## config.mk

```make
export PLATFORM = sky130hd
export DESIGN_NAME = adcc_control
export DESIGN_NICKNAME = d
export VERILOG_FILES = /design/src/verilog/adcc_control.v
export VERILOG_INCLUDE_DIRS = /design/src /design/src/verilog
export SDC_FILE = /design/constraint.sdc
export NUM_CORES = 1
export LEC_CHECK = 0
export ABC_AREA = 1
export BUFFER_PORTS_ARGS = -buffer_cell sky130_fd_sc_hd__buf_4
export CAP_MARGIN = 20
export CORE_UTILIZATION = 43
export DETAILED_ROUTE_END_ITERATION = 8
export PLACE_DENSITY = 0.82
export SLEW_MARGIN = 20
export SYNTH_ARGS = -nofsm -noshare
export SYNTH_HDL_FRONTEND = slang
export SYNTH_SLANG_ARGS = --single-unit
```

## constraint.sdc

```tcl
create_clock -name aclk -period 2.2 [get_ports aclk]
set_input_delay 0.44 -clock aclk [delete_from_list [all_inputs] [get_ports aclk]]
set_output_delay 0.44 -clock aclk [all_outputs]
set_load 0.02 [all_outputs]
```

## src/verilog/adcc_map.vh

```
// Register offsets, field positions, reset values and timing counts for the converter control.
// Assumes inclusion by the converter control design file only.
`ifndef ADCC_MAP_VH
`define ADCC_MAP_VH

// Register byte addresses
`define ADCC_OFS_CTRL 5'h00
`define ADCC_OFS_INSEL 5'h04
`define ADCC_OFS_REFGAIN 5'h08
`define ADCC_OFS_BANDGAP 5'h0c
`define ADCC_OFS_RESULT 5'h10
// Control register fields
`define ADCC_CTRL_START 7
`define ADCC_CTRL_BUSY 6
`define ADCC_CTRL_EN 5
`define ADCC_CTRL_ALIGN 4
// Input select fields
`define ADCC_INSEL_SRC_HI 7
`define ADCC_INSEL_SRC_LO 4
`define ADCC_INSEL_DIV_HI 2
// Reference and gain fields
`define ADCC_RG_AMPEN 7
`define ADCC_RG_AMPIN 4
// Writable masks, unimplemented bits read zero
`define ADCC_MASK_CTRL 8'hbf
`define ADCC_MASK_INSEL 8'hf7
`define ADCC_MASK_REFGAIN 8'h9f
`define ADCC_MASK_BANDGAP 8'h01
// Reset values
`define ADCC_RST_REG 8'h00
// Conversion timing in converter clock periods
`define ADCC_SAMPLE_PERIODS 5'h04
`define ADCC_TOTAL_PERIODS 5'h10
// Last channel code
`define ADCC_LAST_CHANNEL 4'hb
// Bus responses
`define ADCC_RESP_OKAY 2'h0
`define ADCC_RESP_SLVERR 2'h2

`endif

```

## src/verilog/adcc_control.v

```verilog
// Converter control: AXI4-Lite registers, clock divider, conversion sequencer and selects.
// Assumes an external converter core that takes start, clock enable and selects.
`timescale 1ns/100ps
`default_nettype none
`include "adcc_map.vh"
// Function
// - Start bit high then low begins conversion
// - Busy set at start, cleared at completion
// - Disabled converter keeps result registers unchanged
// - Alignment bit selects result packing
// - Channel codes 0-11 select inputs, rest float
// - Codes 0000, 0100, 11xx route external channel
// - Other codes pick internal sources
// - Internal source disconnects external channel path
// - Clock divider: none, or 2 to 128
// - Unimplemented bits read back zero
// - Bandgap amplifier input disconnects reference-input pin
// - Reference select; internal choices disconnect pin
// - Gain select drives amplifier gain
// - Converter pins drop functions, pull-high, direction
// - Conversion lasts 16 periods: 4 sample
// - Completion pulses interrupt request flag

module adcc_control (
    input wire aclk,
    input wire aresetn,
    input wire [4:0] s_axi_awaddr,
    input wire s_axi_awvalid,
    output reg s_axi_awready,
    input wire [31:0] s_axi_wdata,
    input wire [3:0] s_axi_wstrb,
    input wire s_axi_wvalid,
    output reg s_axi_wready,
    output reg [1:0] s_axi_bresp,
    output reg s_axi_bvalid,
    input wire s_axi_bready,
    input wire [4:0] s_axi_araddr,
    input wire s_axi_arvalid,
    output reg s_axi_arready,
    output reg [31:0] s_axi_rdata,
    output reg [1:0] s_axi_rresp,
    output reg s_axi_rvalid,
    input wire s_axi_rready,
    input wire [11:0] core_result,
    input wire core_done,
    input wire [11:0] pin_analog_mode,
    output reg core_start,
    output reg core_clk_en,
    output reg core_sampling,
    output reg converter_enable,
    output reg [11:0] ext_channel_onehot,
    output reg [3:0] internal_source,
    output reg [1:0] reference_select,
    output reg ref_pin_connect,
    output reg ref_input_pin_connect,
    output reg gain_amp_enable,
    output reg [1:0] gain_select,
    output reg bandgap_enable,
    output reg conv_irq_pulse,
    output reg [11:0] pin_func_disable,
    output reg [11:0] pin_pullhigh_off,
    output reg [11:0] pin_dir_override
);

    reg [7:0] conversion_control;
    reg [7:0] input_and_clock_select;
    reg [7:0] reference_and_gain_control;
    reg [7:0] bandgap_control;
    reg [7:0] result_high;
    reg [7:0] result_low;
    reg conv_busy_flag;
    reg start_armed;
    reg [6:0] div_count;
    reg [4:0] period_count;
    reg [4:0] aw_addr;
    reg aw_held;
    reg [31:0] w_data;
    reg [3:0] w_strb;
    reg w_held;
    reg [7:0] wr_byte;
    reg [7:0] rd_byte;
    reg rd_hit;
    reg wr_hit;
    reg tick;
    reg [6:0] div_top;
    reg [3:0] src;
    reg ext_path;
    reg start_seq;

    wire do_write = aw_held && w_held && !s_axi_bvalid;

    // Bus write channel capture, either order
    always @(posedge aclk) begin
        if (!aresetn) begin
            aw_held <= 1'b0;
            w_held <= 1'b0;
            aw_addr <= 5'h00;
            w_data <= 32'h00000000;
            w_strb <= 4'h0;
            s_axi_awready <= 1'b0;
            s_axi_wready <= 1'b0;
            s_axi_bvalid <= 1'b0;
            s_axi_bresp <= `ADCC_RESP_OKAY;
        end else begin
            s_axi_awready <= !aw_held && !s_axi_awready && s_axi_awvalid;
            s_axi_wready <= !w_held && !s_axi_wready && s_axi_wvalid;
            if (s_axi_awvalid && s_axi_awready) begin
                aw_held <= 1'b1;
                aw_addr <= s_axi_awaddr;
            end
            if (s_axi_wvalid && s_axi_wready) begin
                w_held <= 1'b1;
                w_data <= s_axi_wdata;
                w_strb <= s_axi_wstrb;
            end
            if (do_write) begin
                aw_held <= 1'b0;
                w_held <= 1'b0;
                s_axi_bvalid <= 1'b1;
                s_axi_bresp <= wr_hit ? `ADCC_RESP_OKAY : `ADCC_RESP_SLVERR;
            end else if (s_axi_bvalid && s_axi_bready) begin
                s_axi_bvalid <= 1'b0;
            end
        end
    end

    // Write decode and divider selection
    always @* begin
        wr_byte = w_data[7:0];
        wr_hit = (aw_addr[4:2] <= 3'h3) && (aw_addr[1:0] == 2'h0);
        case (input_and_clock_select[`ADCC_INSEL_DIV_HI:0])
            3'h0: div_top = 7'h00;
            3'h1: div_top = 7'h01;
            3'h2: div_top = 7'h03;
            3'h3: div_top = 7'h07;
            3'h4: div_top = 7'h0f;
            3'h5: div_top = 7'h1f;
            3'h6: div_top = 7'h3f;
            default: div_top = 7'h7f;
        endcase
        tick = (div_count >= div_top);
        src = input_and_clock_select[`ADCC_INSEL_SRC_HI:`ADCC_INSEL_SRC_LO];
        ext_path = (src == 4'h0) || (src == 4'h4) || (src[3:2] == 2'h3);
        start_seq = do_write && w_strb[0] && aw_addr == `ADCC_OFS_CTRL
            && start_armed && !wr_byte[`ADCC_CTRL_START];
    end

    // Register file and conversion sequencer
    always @(posedge aclk) begin
        if (!aresetn) begin
            conversion_control <= `ADCC_RST_REG;
            input_and_clock_select <= `ADCC_RST_REG;
            reference_and_gain_control <= `ADCC_RST_REG;
            bandgap_control <= `ADCC_RST_REG;
            result_high <= `ADCC_RST_REG;
            result_low <= `ADCC_RST_REG;
            conv_busy_flag <= 1'b0;
            start_armed <= 1'b0;
            div_count <= 7'h00;
            period_count <= 5'h00;
            core_start <= 1'b0;
            core_clk_en <= 1'b0;
            core_sampling <= 1'b0;
            conv_irq_pulse <= 1'b0;
        end else begin
            core_start <= 1'b0;
            conv_irq_pulse <= 1'b0;
            div_count <= tick ? 7'h00 : div_count + 7'h01;
            core_clk_en <= tick && conv_busy_flag;
            // Masked writes keep unimplemented bits zero
            if (do_write && w_strb[0]) begin
                case (aw_addr)
                    `ADCC_OFS_CTRL: begin
                        conversion_control <= wr_byte & `ADCC_MASK_CTRL;
                        start_armed <= wr_byte[`ADCC_CTRL_START];
                    end
                    `ADCC_OFS_INSEL: input_and_clock_select <= wr_byte & `ADCC_MASK_INSEL;
                    `ADCC_OFS_REFGAIN: reference_and_gain_control <= wr_byte & `ADCC_MASK_REFGAIN;
                    `ADCC_OFS_BANDGAP: bandgap_control <= wr_byte & `ADCC_MASK_BANDGAP;
                    default: start_armed <= start_armed;
                endcase
            end
            if (start_seq && conversion_control[`ADCC_CTRL_EN] && !conv_busy_flag) begin
                conv_busy_flag <= 1'b1;
                core_start <= 1'b1;
                period_count <= 5'h00;
                core_sampling <= 1'b1;
            end else if (conv_busy_flag && tick) begin
                period_count <= period_count + 5'h01;
                if (period_count + 5'h01 == `ADCC_SAMPLE_PERIODS) begin
                    core_sampling <= 1'b0;
                end
                if (period_count + 5'h01 == `ADCC_TOTAL_PERIODS) begin
                    conv_busy_flag <= 1'b0;
                    conv_irq_pulse <= 1'b1;
                end
            end
            if (!conversion_control[`ADCC_CTRL_EN]) begin
                conv_busy_flag <= 1'b0;
                core_sampling <= 1'b0;
            end
            // Core result load, only while enabled
            if (core_done && conversion_control[`ADCC_CTRL_EN]) begin
                if (conversion_control[`ADCC_CTRL_ALIGN]) begin
                    result_high <= {4'h0, core_result[11:8]};
                    result_low <= core_result[7:0];
                end else begin
                    result_high <= core_result[11:4];
                    result_low <= {core_result[3:0], 4'h0};
                end
            end
        end
    end

    // Read decode
    always @* begin
        rd_hit = 1'b1;
        case (s_axi_araddr)
            `ADCC_OFS_CTRL: rd_byte = {conversion_control[7], conv_busy_flag,
                conversion_control[5:0]};
            `ADCC_OFS_INSEL: rd_byte = input_and_clock_select;
            `ADCC_OFS_REFGAIN: rd_byte = reference_and_gain_control;
            `ADCC_OFS_BANDGAP: rd_byte = bandgap_control;
            default: begin
                rd_byte = 8'h00;
                rd_hit = 1'b0;
            end
        endcase
    end

    // Bus read channel
    always @(posedge aclk) begin
        if (!aresetn) begin
            s_axi_arready <= 1'b0;
            s_axi_rvalid <= 1'b0;
            s_axi_rdata <= 32'h00000000;
            s_axi_rresp <= `ADCC_RESP_OKAY;
        end else begin
            s_axi_arready <= !s_axi_rvalid && !s_axi_arready && s_axi_arvalid;
            if (s_axi_arvalid && s_axi_arready) begin
                s_axi_rvalid <= 1'b1;
                if (s_axi_araddr == `ADCC_OFS_RESULT) begin
                    s_axi_rdata <= {16'h0000, result_high, result_low};
                    s_axi_rresp <= `ADCC_RESP_OKAY;
                end else begin
                    s_axi_rdata <= {24'h000000, rd_byte};
                    s_axi_rresp <= rd_hit ? `ADCC_RESP_OKAY : `ADCC_RESP_SLVERR;
                end
            end else if (s_axi_rvalid && s_axi_rready) begin
                s_axi_rvalid <= 1'b0;
            end
        end
    end

    // Analog select outputs
    always @(posedge aclk) begin
        if (!aresetn) begin
            converter_enable <= 1'b0;
            ext_channel_onehot <= 12'h000;
            internal_source <= 4'h0;
            reference_select <= 2'h0;
            ref_pin_connect <= 1'b0;
            ref_input_pin_connect <= 1'b0;
            gain_amp_enable <= 1'b0;
            gain_select <= 2'h0;
            bandgap_enable <= 1'b0;
            pin_func_disable <= 12'h000;
            pin_pullhigh_off <= 12'h000;
            pin_dir_override <= 12'h000;
        end else begin
            converter_enable <= conversion_control[`ADCC_CTRL_EN];
            // Channel one-hot, none when internal or out of range
            if (ext_path && conversion_control[3:0] <= `ADCC_LAST_CHANNEL) begin
                ext_channel_onehot <= 12'h001 << conversion_control[3:0];
            end else begin
                ext_channel_onehot <= 12'h000;
            end
            // Internal source code, zero when external
            internal_source <= ext_path ? 4'h0 : src;
            // Reference pin only for code 01
            reference_select <= reference_and_gain_control[3:2];
            ref_pin_connect <= (reference_and_gain_control[3:2] == 2'h1);
            ref_input_pin_connect <= !reference_and_gain_control[`ADCC_RG_AMPIN];
            gain_amp_enable <= reference_and_gain_control[`ADCC_RG_AMPEN];
            gain_select <= reference_and_gain_control[1:0];
            bandgap_enable <= bandgap_control[0];
            pin_func_disable <= pin_analog_mode;
            pin_pullhigh_off <= pin_analog_mode;
            pin_dir_override <= pin_analog_mode;
        end
    end

endmodule // adcc_control
`default_nettype wire

```

**Word level (Yosys, flattened, before mapping)**

Cells that the tools add are included.

- Register bits: 149
- Bits of input ports: 78
- Output and inout port bits: 106
- Logic and storage cells: 143

- $add $sub $neg: 2
- Order comparisons: 3
- Eq/ne operators: 18
- Shifts and indexed selects: 1
- Multiplexer cells: 21
- Bitwise logic cells: 2
- Reduce and logical (&&, ||, !) cells: 59

Operators with widths:

| kind | count |
|---|---|
| $pmux W7 S7 | 1 |
| $pmux W8 S4 | 1 |
| $logic_and A1 B1 Y1 | 23 |
| $eq A5 B4 Y1 const B | 4 |
| $mux W16 | 1 |
| $mux W8 | 2 |
| $reduce_and A2 Y1 | 8 |
| $eq A5 B3 Y1 const B | 3 |
| $mux W1 | 13 |
| $shl A1 B4 Y12 const A | 1 |
| $eq A5 B5 Y1 const B | 2 |
| $logic_not A1 Y1 | 10 |
| $logic_not A5 Y1 | 2 |
| $reduce_bool A2 Y1 | 5 |
| $eq A3 B3 Y1 const B | 3 |
| $reduce_or A2 Y1 | 4 |
| $add A7 B1 Y7 const B | 1 |
| $ge A7 B7 Y1 | 1 |
| $eq A3 B2 Y1 const B | 2 |
| $mux W2 | 3 |
| $add A5 B1 Y5 const B | 1 |
| $eq A4 B3 Y1 const B | 1 |
| $le A4 B4 Y1 const B | 1 |
| $logic_not A4 Y1 | 1 |
| 10 further kinds | 12 |

**Depth between registers and ports, before layout**

- Depth in word-level cells: 10
- Depth in mapped cells: 14
- Depth with buffers taken out: 13

**Least setup slack after synthesis**

No wires, ideal clock.

- Path type: flip-flop to flip-flop
- Start point: register input_and_clock_select[1]
- End point: register period_count[2]
- Setup time: 119 ps
- Arrival time: 1,631 ps
- Data required time: 2,081 ps
- Slack: 449 ps
- Cell stages (with the launch flop): 12
- Buffers on the path: 1
- Period minus slack after synthesis: 1,751 ps
- Cell sequence: dfxtp_1 -> clkbuf_1 -> nand3_1 -> ha_1 -> nand2_1 -> inv_1 -> a21oi_1 -> nand2_1 -> nand2_1 -> inv_1 -> nand2_1 -> a21oi_1

- Cells in the longest elaborated chain, start to end: 4
- Elaborated cells on any way between the ends: 10
- Those cells by class: 1 x order compare; 6 x eq/ne; 1 x mux; 2 x reduce/logical

Ends and longest elaborated chain:

| what | line | RTL |
|---|---|---|
| from (decl) | adcc_control.v:66 | `reg [7:0] input_and_clock_select;` |
| from (signal assigned) | adcc_control.v:152 | `` input_and_clock_select <= `ADCC_RST_REG; `` |
| from (signal assigned) | adcc_control.v:177 | `` `ADCC_OFS_INSEL: input_and_clock_select <= wr_byte & `ADCC_MASK_INSEL; `` |
| $eq A3 B3 Y1, or another cell as far along | adcc_control.v:131 | `` case (input_and_clock_select[`ADCC_INSEL_DIV_HI:0]) `` |
| $pmux W7 S7 (*) | adcc_control.v:131 |  |
| $ge A7 B7 Y1 (*) | adcc_control.v:141 | `tick = (div_count >= div_top);` |
| $logic_and A1 B1 Y1 (*) | adcc_control.v:188 | `end else if (conv_busy_flag && tick) begin` |
| to (signal assigned) | adcc_control.v:189 | `period_count <= period_count + 5'h01;` |
| to (decl) | adcc_control.v:74 | `reg [4:0] period_count;` |

Every way passes the cells marked *; elsewhere a longest branch is shown, timed or not.
A chain may end at the register's enable or synchronous reset.

**Worst setup path after layout**

- Start point: register input_and_clock_select[1]
- End point: register period_count[3]

Same word-level chain as after synthesis.

==> flow_metrics.env <==
export IMPL_netlist_top_cells_area="dfxtp_1, nand2_1, a21oi_1, buf_4, inv_1"
export IMPL_worst_pin_slew_ns=0.650
export IMPL_ctsResizeCount=0
export IMPL_cp_end_kind="register"
export IMPL_clock_tree_buffer_depth=2
export IMPL_worst_slack_ns=0.236
export IMPL_drtPass1Iterations=4
export IMPL_p_per_area_mw_per_mm2=832
export IMPL_cp_startpoint="input_and_clock_select[1]"
export IMPL_outcome="finished clean"
export IMPL_routedWlPerCell_um=12.3
export IMPL_first_global_vias=4035
export IMPL_netlist_area_mm2=0.00527
export IMPL_hold_viol=0
export IMPL_dieArea_mm2=0.0127
export IMPL_synth_edff_count=0
export IMPL_pin_count=184
export IMPL_p_clk_share_pct=49.6
export IMPL_cts_max_level=4
export IMPL_die_y_um=113
export IMPL_timing_fmax_mhz=509
export IMPL_synth_top_cell_area_share_pct=49.4
export IMPL_dpl_worst_slack_ns=0.259
export IMPL_path_clk_slew_ns=0.06
export IMPL_ys_types=30
export IMPL_hold_path_class="in -> reg"
export IMPL_areaGrowthSynthToFinish_pct=28.6
export IMPL_nNetsFinal=881
export IMPL_min_from="pin_analog_mode[7]"
export IMPL_syn_inst=676
export IMPL_cp_start_kind="register"
export IMPL_synth_avg_cell_area_um2=7.79
export IMPL_ir_worst_vdd_mv=0.393
export IMPL_finalMaxSlewViolations=0
export IMPL_antenna_left=0
export IMPL_synth_top_area_cell="dfxtp_1"
export IMPL_row_count=40
export IMPL_dp_hpwl_mm=8.50
export IMPL_drc=0
export IMPL_r2r_end="period_count[3]"
export IMPL_rsz0062_at_grt="false"
export IMPL_reg2reg_slack_ns=0.24
export IMPL_routabilityCongestion=0.824
export IMPL_start_util_pct=44.0
export IMPL_cts_sinks=130
export IMPL_intPower_uw=4350
export IMPL_cp_max_fo=8
export IMPL_slew_headroom_pct=56.6
export IMPL_crit_arrival_ns=2.25
export IMPL_cp_endpoint="period_count[3]"
export IMPL_reg2reg_from="input_and_clock_select[1]"
export IMPL_synth_seq_cells=130
export IMPL_grt_antenna_before_repair=0
export IMPL_path_class="reg -> reg"
export IMPL_cp_required_ns=2.49
export IMPL_io_buffers=138
export IMPL_yosysMostFrequentCell="dfxtp_1"
export IMPL_setup_viol=0
export IMPL_cts_root_buffer="clkbuf_16"
export IMPL_clk_latency_ns=0.41
export IMPL_swShare_pct=22.8
export IMPL_p_seq_share_pct=43.3
export IMPL_viasPerCell=4.80
export IMPL_setup_tns_ns=0
export IMPL_post_cts_buffers=0
export IMPL_period_needed_ns=1.96
export IMPL_ys_flop_type="dfxtp_1"
export IMPL_vias=4571
export IMPL_routed_wl_mm=11.7
export IMPL_synth_top_cells_by_count="dfxtp_1, nand2_1, inv_1"
export IMPL_ys_seq_area_share_pct=49.4
export IMPL_drive_gt1_share_pct=23.7
export IMPL_grt_pass1_wl_mm=18.8
export IMPL_leakagePower_uw=0.00318
export IMPL_grt_use_total_pct=18.8
export IMPL_cts_buffers=17
export IMPL_antenna_cells=0
export IMPL_core_region_area_mm2=0.0120
export IMPL_fp_dieW_um=113
export IMPL_post_route_period_util_pct=89.3
export IMPL_overflow=0
export IMPL_synthArstFlopShare_pct=0
export IMPL_cts_tree="yes"
export IMPL_first_iter_violations=267
export IMPL_rr_worst_depth=10
export IMPL_finClkSkew_ns=0.0114
export IMPL_grt_start_max_net_pins=32
export IMPL_synth_warnings=0
export IMPL_p_switching_uw=1290
export IMPL_combPwrFrac_pct=7.2
export IMPL_cts_hold_buf=0
export IMPL_cap_violations=0
-- per-stage QoR --
step	instance area [um^2]	instances	total power (uW)	hold WS [ns]	util, %
2_1_floorplan	5330	693	2750	0.393	-
3_3_place_gp	6180	921	2890	0.404	51.7
3_5_place_dp	6180	921	2890	0.406	51.7
4_1_cts	6770	953	5690	0.199	56.6
5_1_grt	6770	953	5830	0.206	56.6
6_report	6770	953	5640	0.215	56.6
-- state kept, by name (all words and copies together), names as in the netlist, 4 cells and up --
signal,count
div_count,7
pin_dir_override,12
input_and_clock_select,7
result_low,8
reference_and_gain_control,6
conversion_control,6
ext_channel_onehot,12
w_data,8
internal_source,4
s_axi_rdata,16
result_high,8
period_count,5
aw_addr,5
-- layout make-up --
cell class	instances	area (um^2)
clock buffers	19	433
clock inverters	13	161
fillers	1111	5190
inverters	81	304
multi-input cells	419	2010
flip-flops and latches	130	2600
well taps	147	184
repair buffers	144	1080
-- logic make-up (layout without fill, tap and decap cells) --
logic type | Yosys count | after routing | synth area share [%]
flops | 130 | 130 | 49.4
compound gates | 137 | 137 | 13.5
fa+ha+maj | 10 | 10 | 2.38
other cells | 1 | 18 | 0.0712
simple gates | 250 | 250 | 20.3
xor+xnor | 4 | 4 | 0.665
buf+inv | 144 | 257 | 13.7
-- power by group through the flow --
stage / logic, uW / clock network [uW] / registers (uW)
2_1_floorplan: 228 / 0 / 2520
3_3_place_gp: 401 / 0 / 2490
3_5_place_dp: 405 / 0 / 2490
4_1_cts: 407 / 2840 / 2440
5_1_grt: 437 / 2950 / 2440
6_report: 405 / 2790 / 2440
-- per-layer routing --
layer	part of all wire, %	vias to the layer above	GRT usage [%]
met4	1.2	0	6.67
met3	6.8	13	5.40
met1	44	2024	22.3
li1	-	2354	-
met5	0	-	0
met2	48	180	32.5
-- critical path, stage by stage (launching register included) --
cell and delay [ns]:
dfxtp_1 0.47, o21ai_0 0.15, ha_1 0.31, nand2_1 0.07
nand2_1 0.05, a21oi_1 0.17, nand2_1 0.12, nand2_1 0.23
inv_1 0.15, nand2_1 0.08, a21oi_1 0.05
-- worst min-delay path by stage --
| stage | cells past startpoint | endpoint | slack [ns] |
|---|---|---|---|
| finish | 3 | pin_dir_override[7] | 0.21 |
| floorplan | 1 | ref_input_pin_connect | 0.39 |
| global route | 3 | pin_dir_override[1] | 0.21 |
| CTS | 3 | pin_dir_override[3] | 0.20 |
| detailed placement | 1 | ref_input_pin_connect | 0.41 |
| global placement | 1 | ref_input_pin_connect | 0.40 |
-- cell usage in the layout (no fill, tap or decap), drive strengths merged --
cell and n:
a21oi 67, xor2 3, nand4 5, nor4 1
clkbuf 19, or2 1, clkinv 6, dfxtp 130
nand3 34, clkinvlp 4, inv 81, nor3 12
ha 10, o31ai 1, a31oi 3, o211ai 8
conb 18, bufinv 3, buf 144, nor2 71
o21ai 58, xnor2 1, nand2 126
Note: power is estimated with default switching activity, not from simulation.
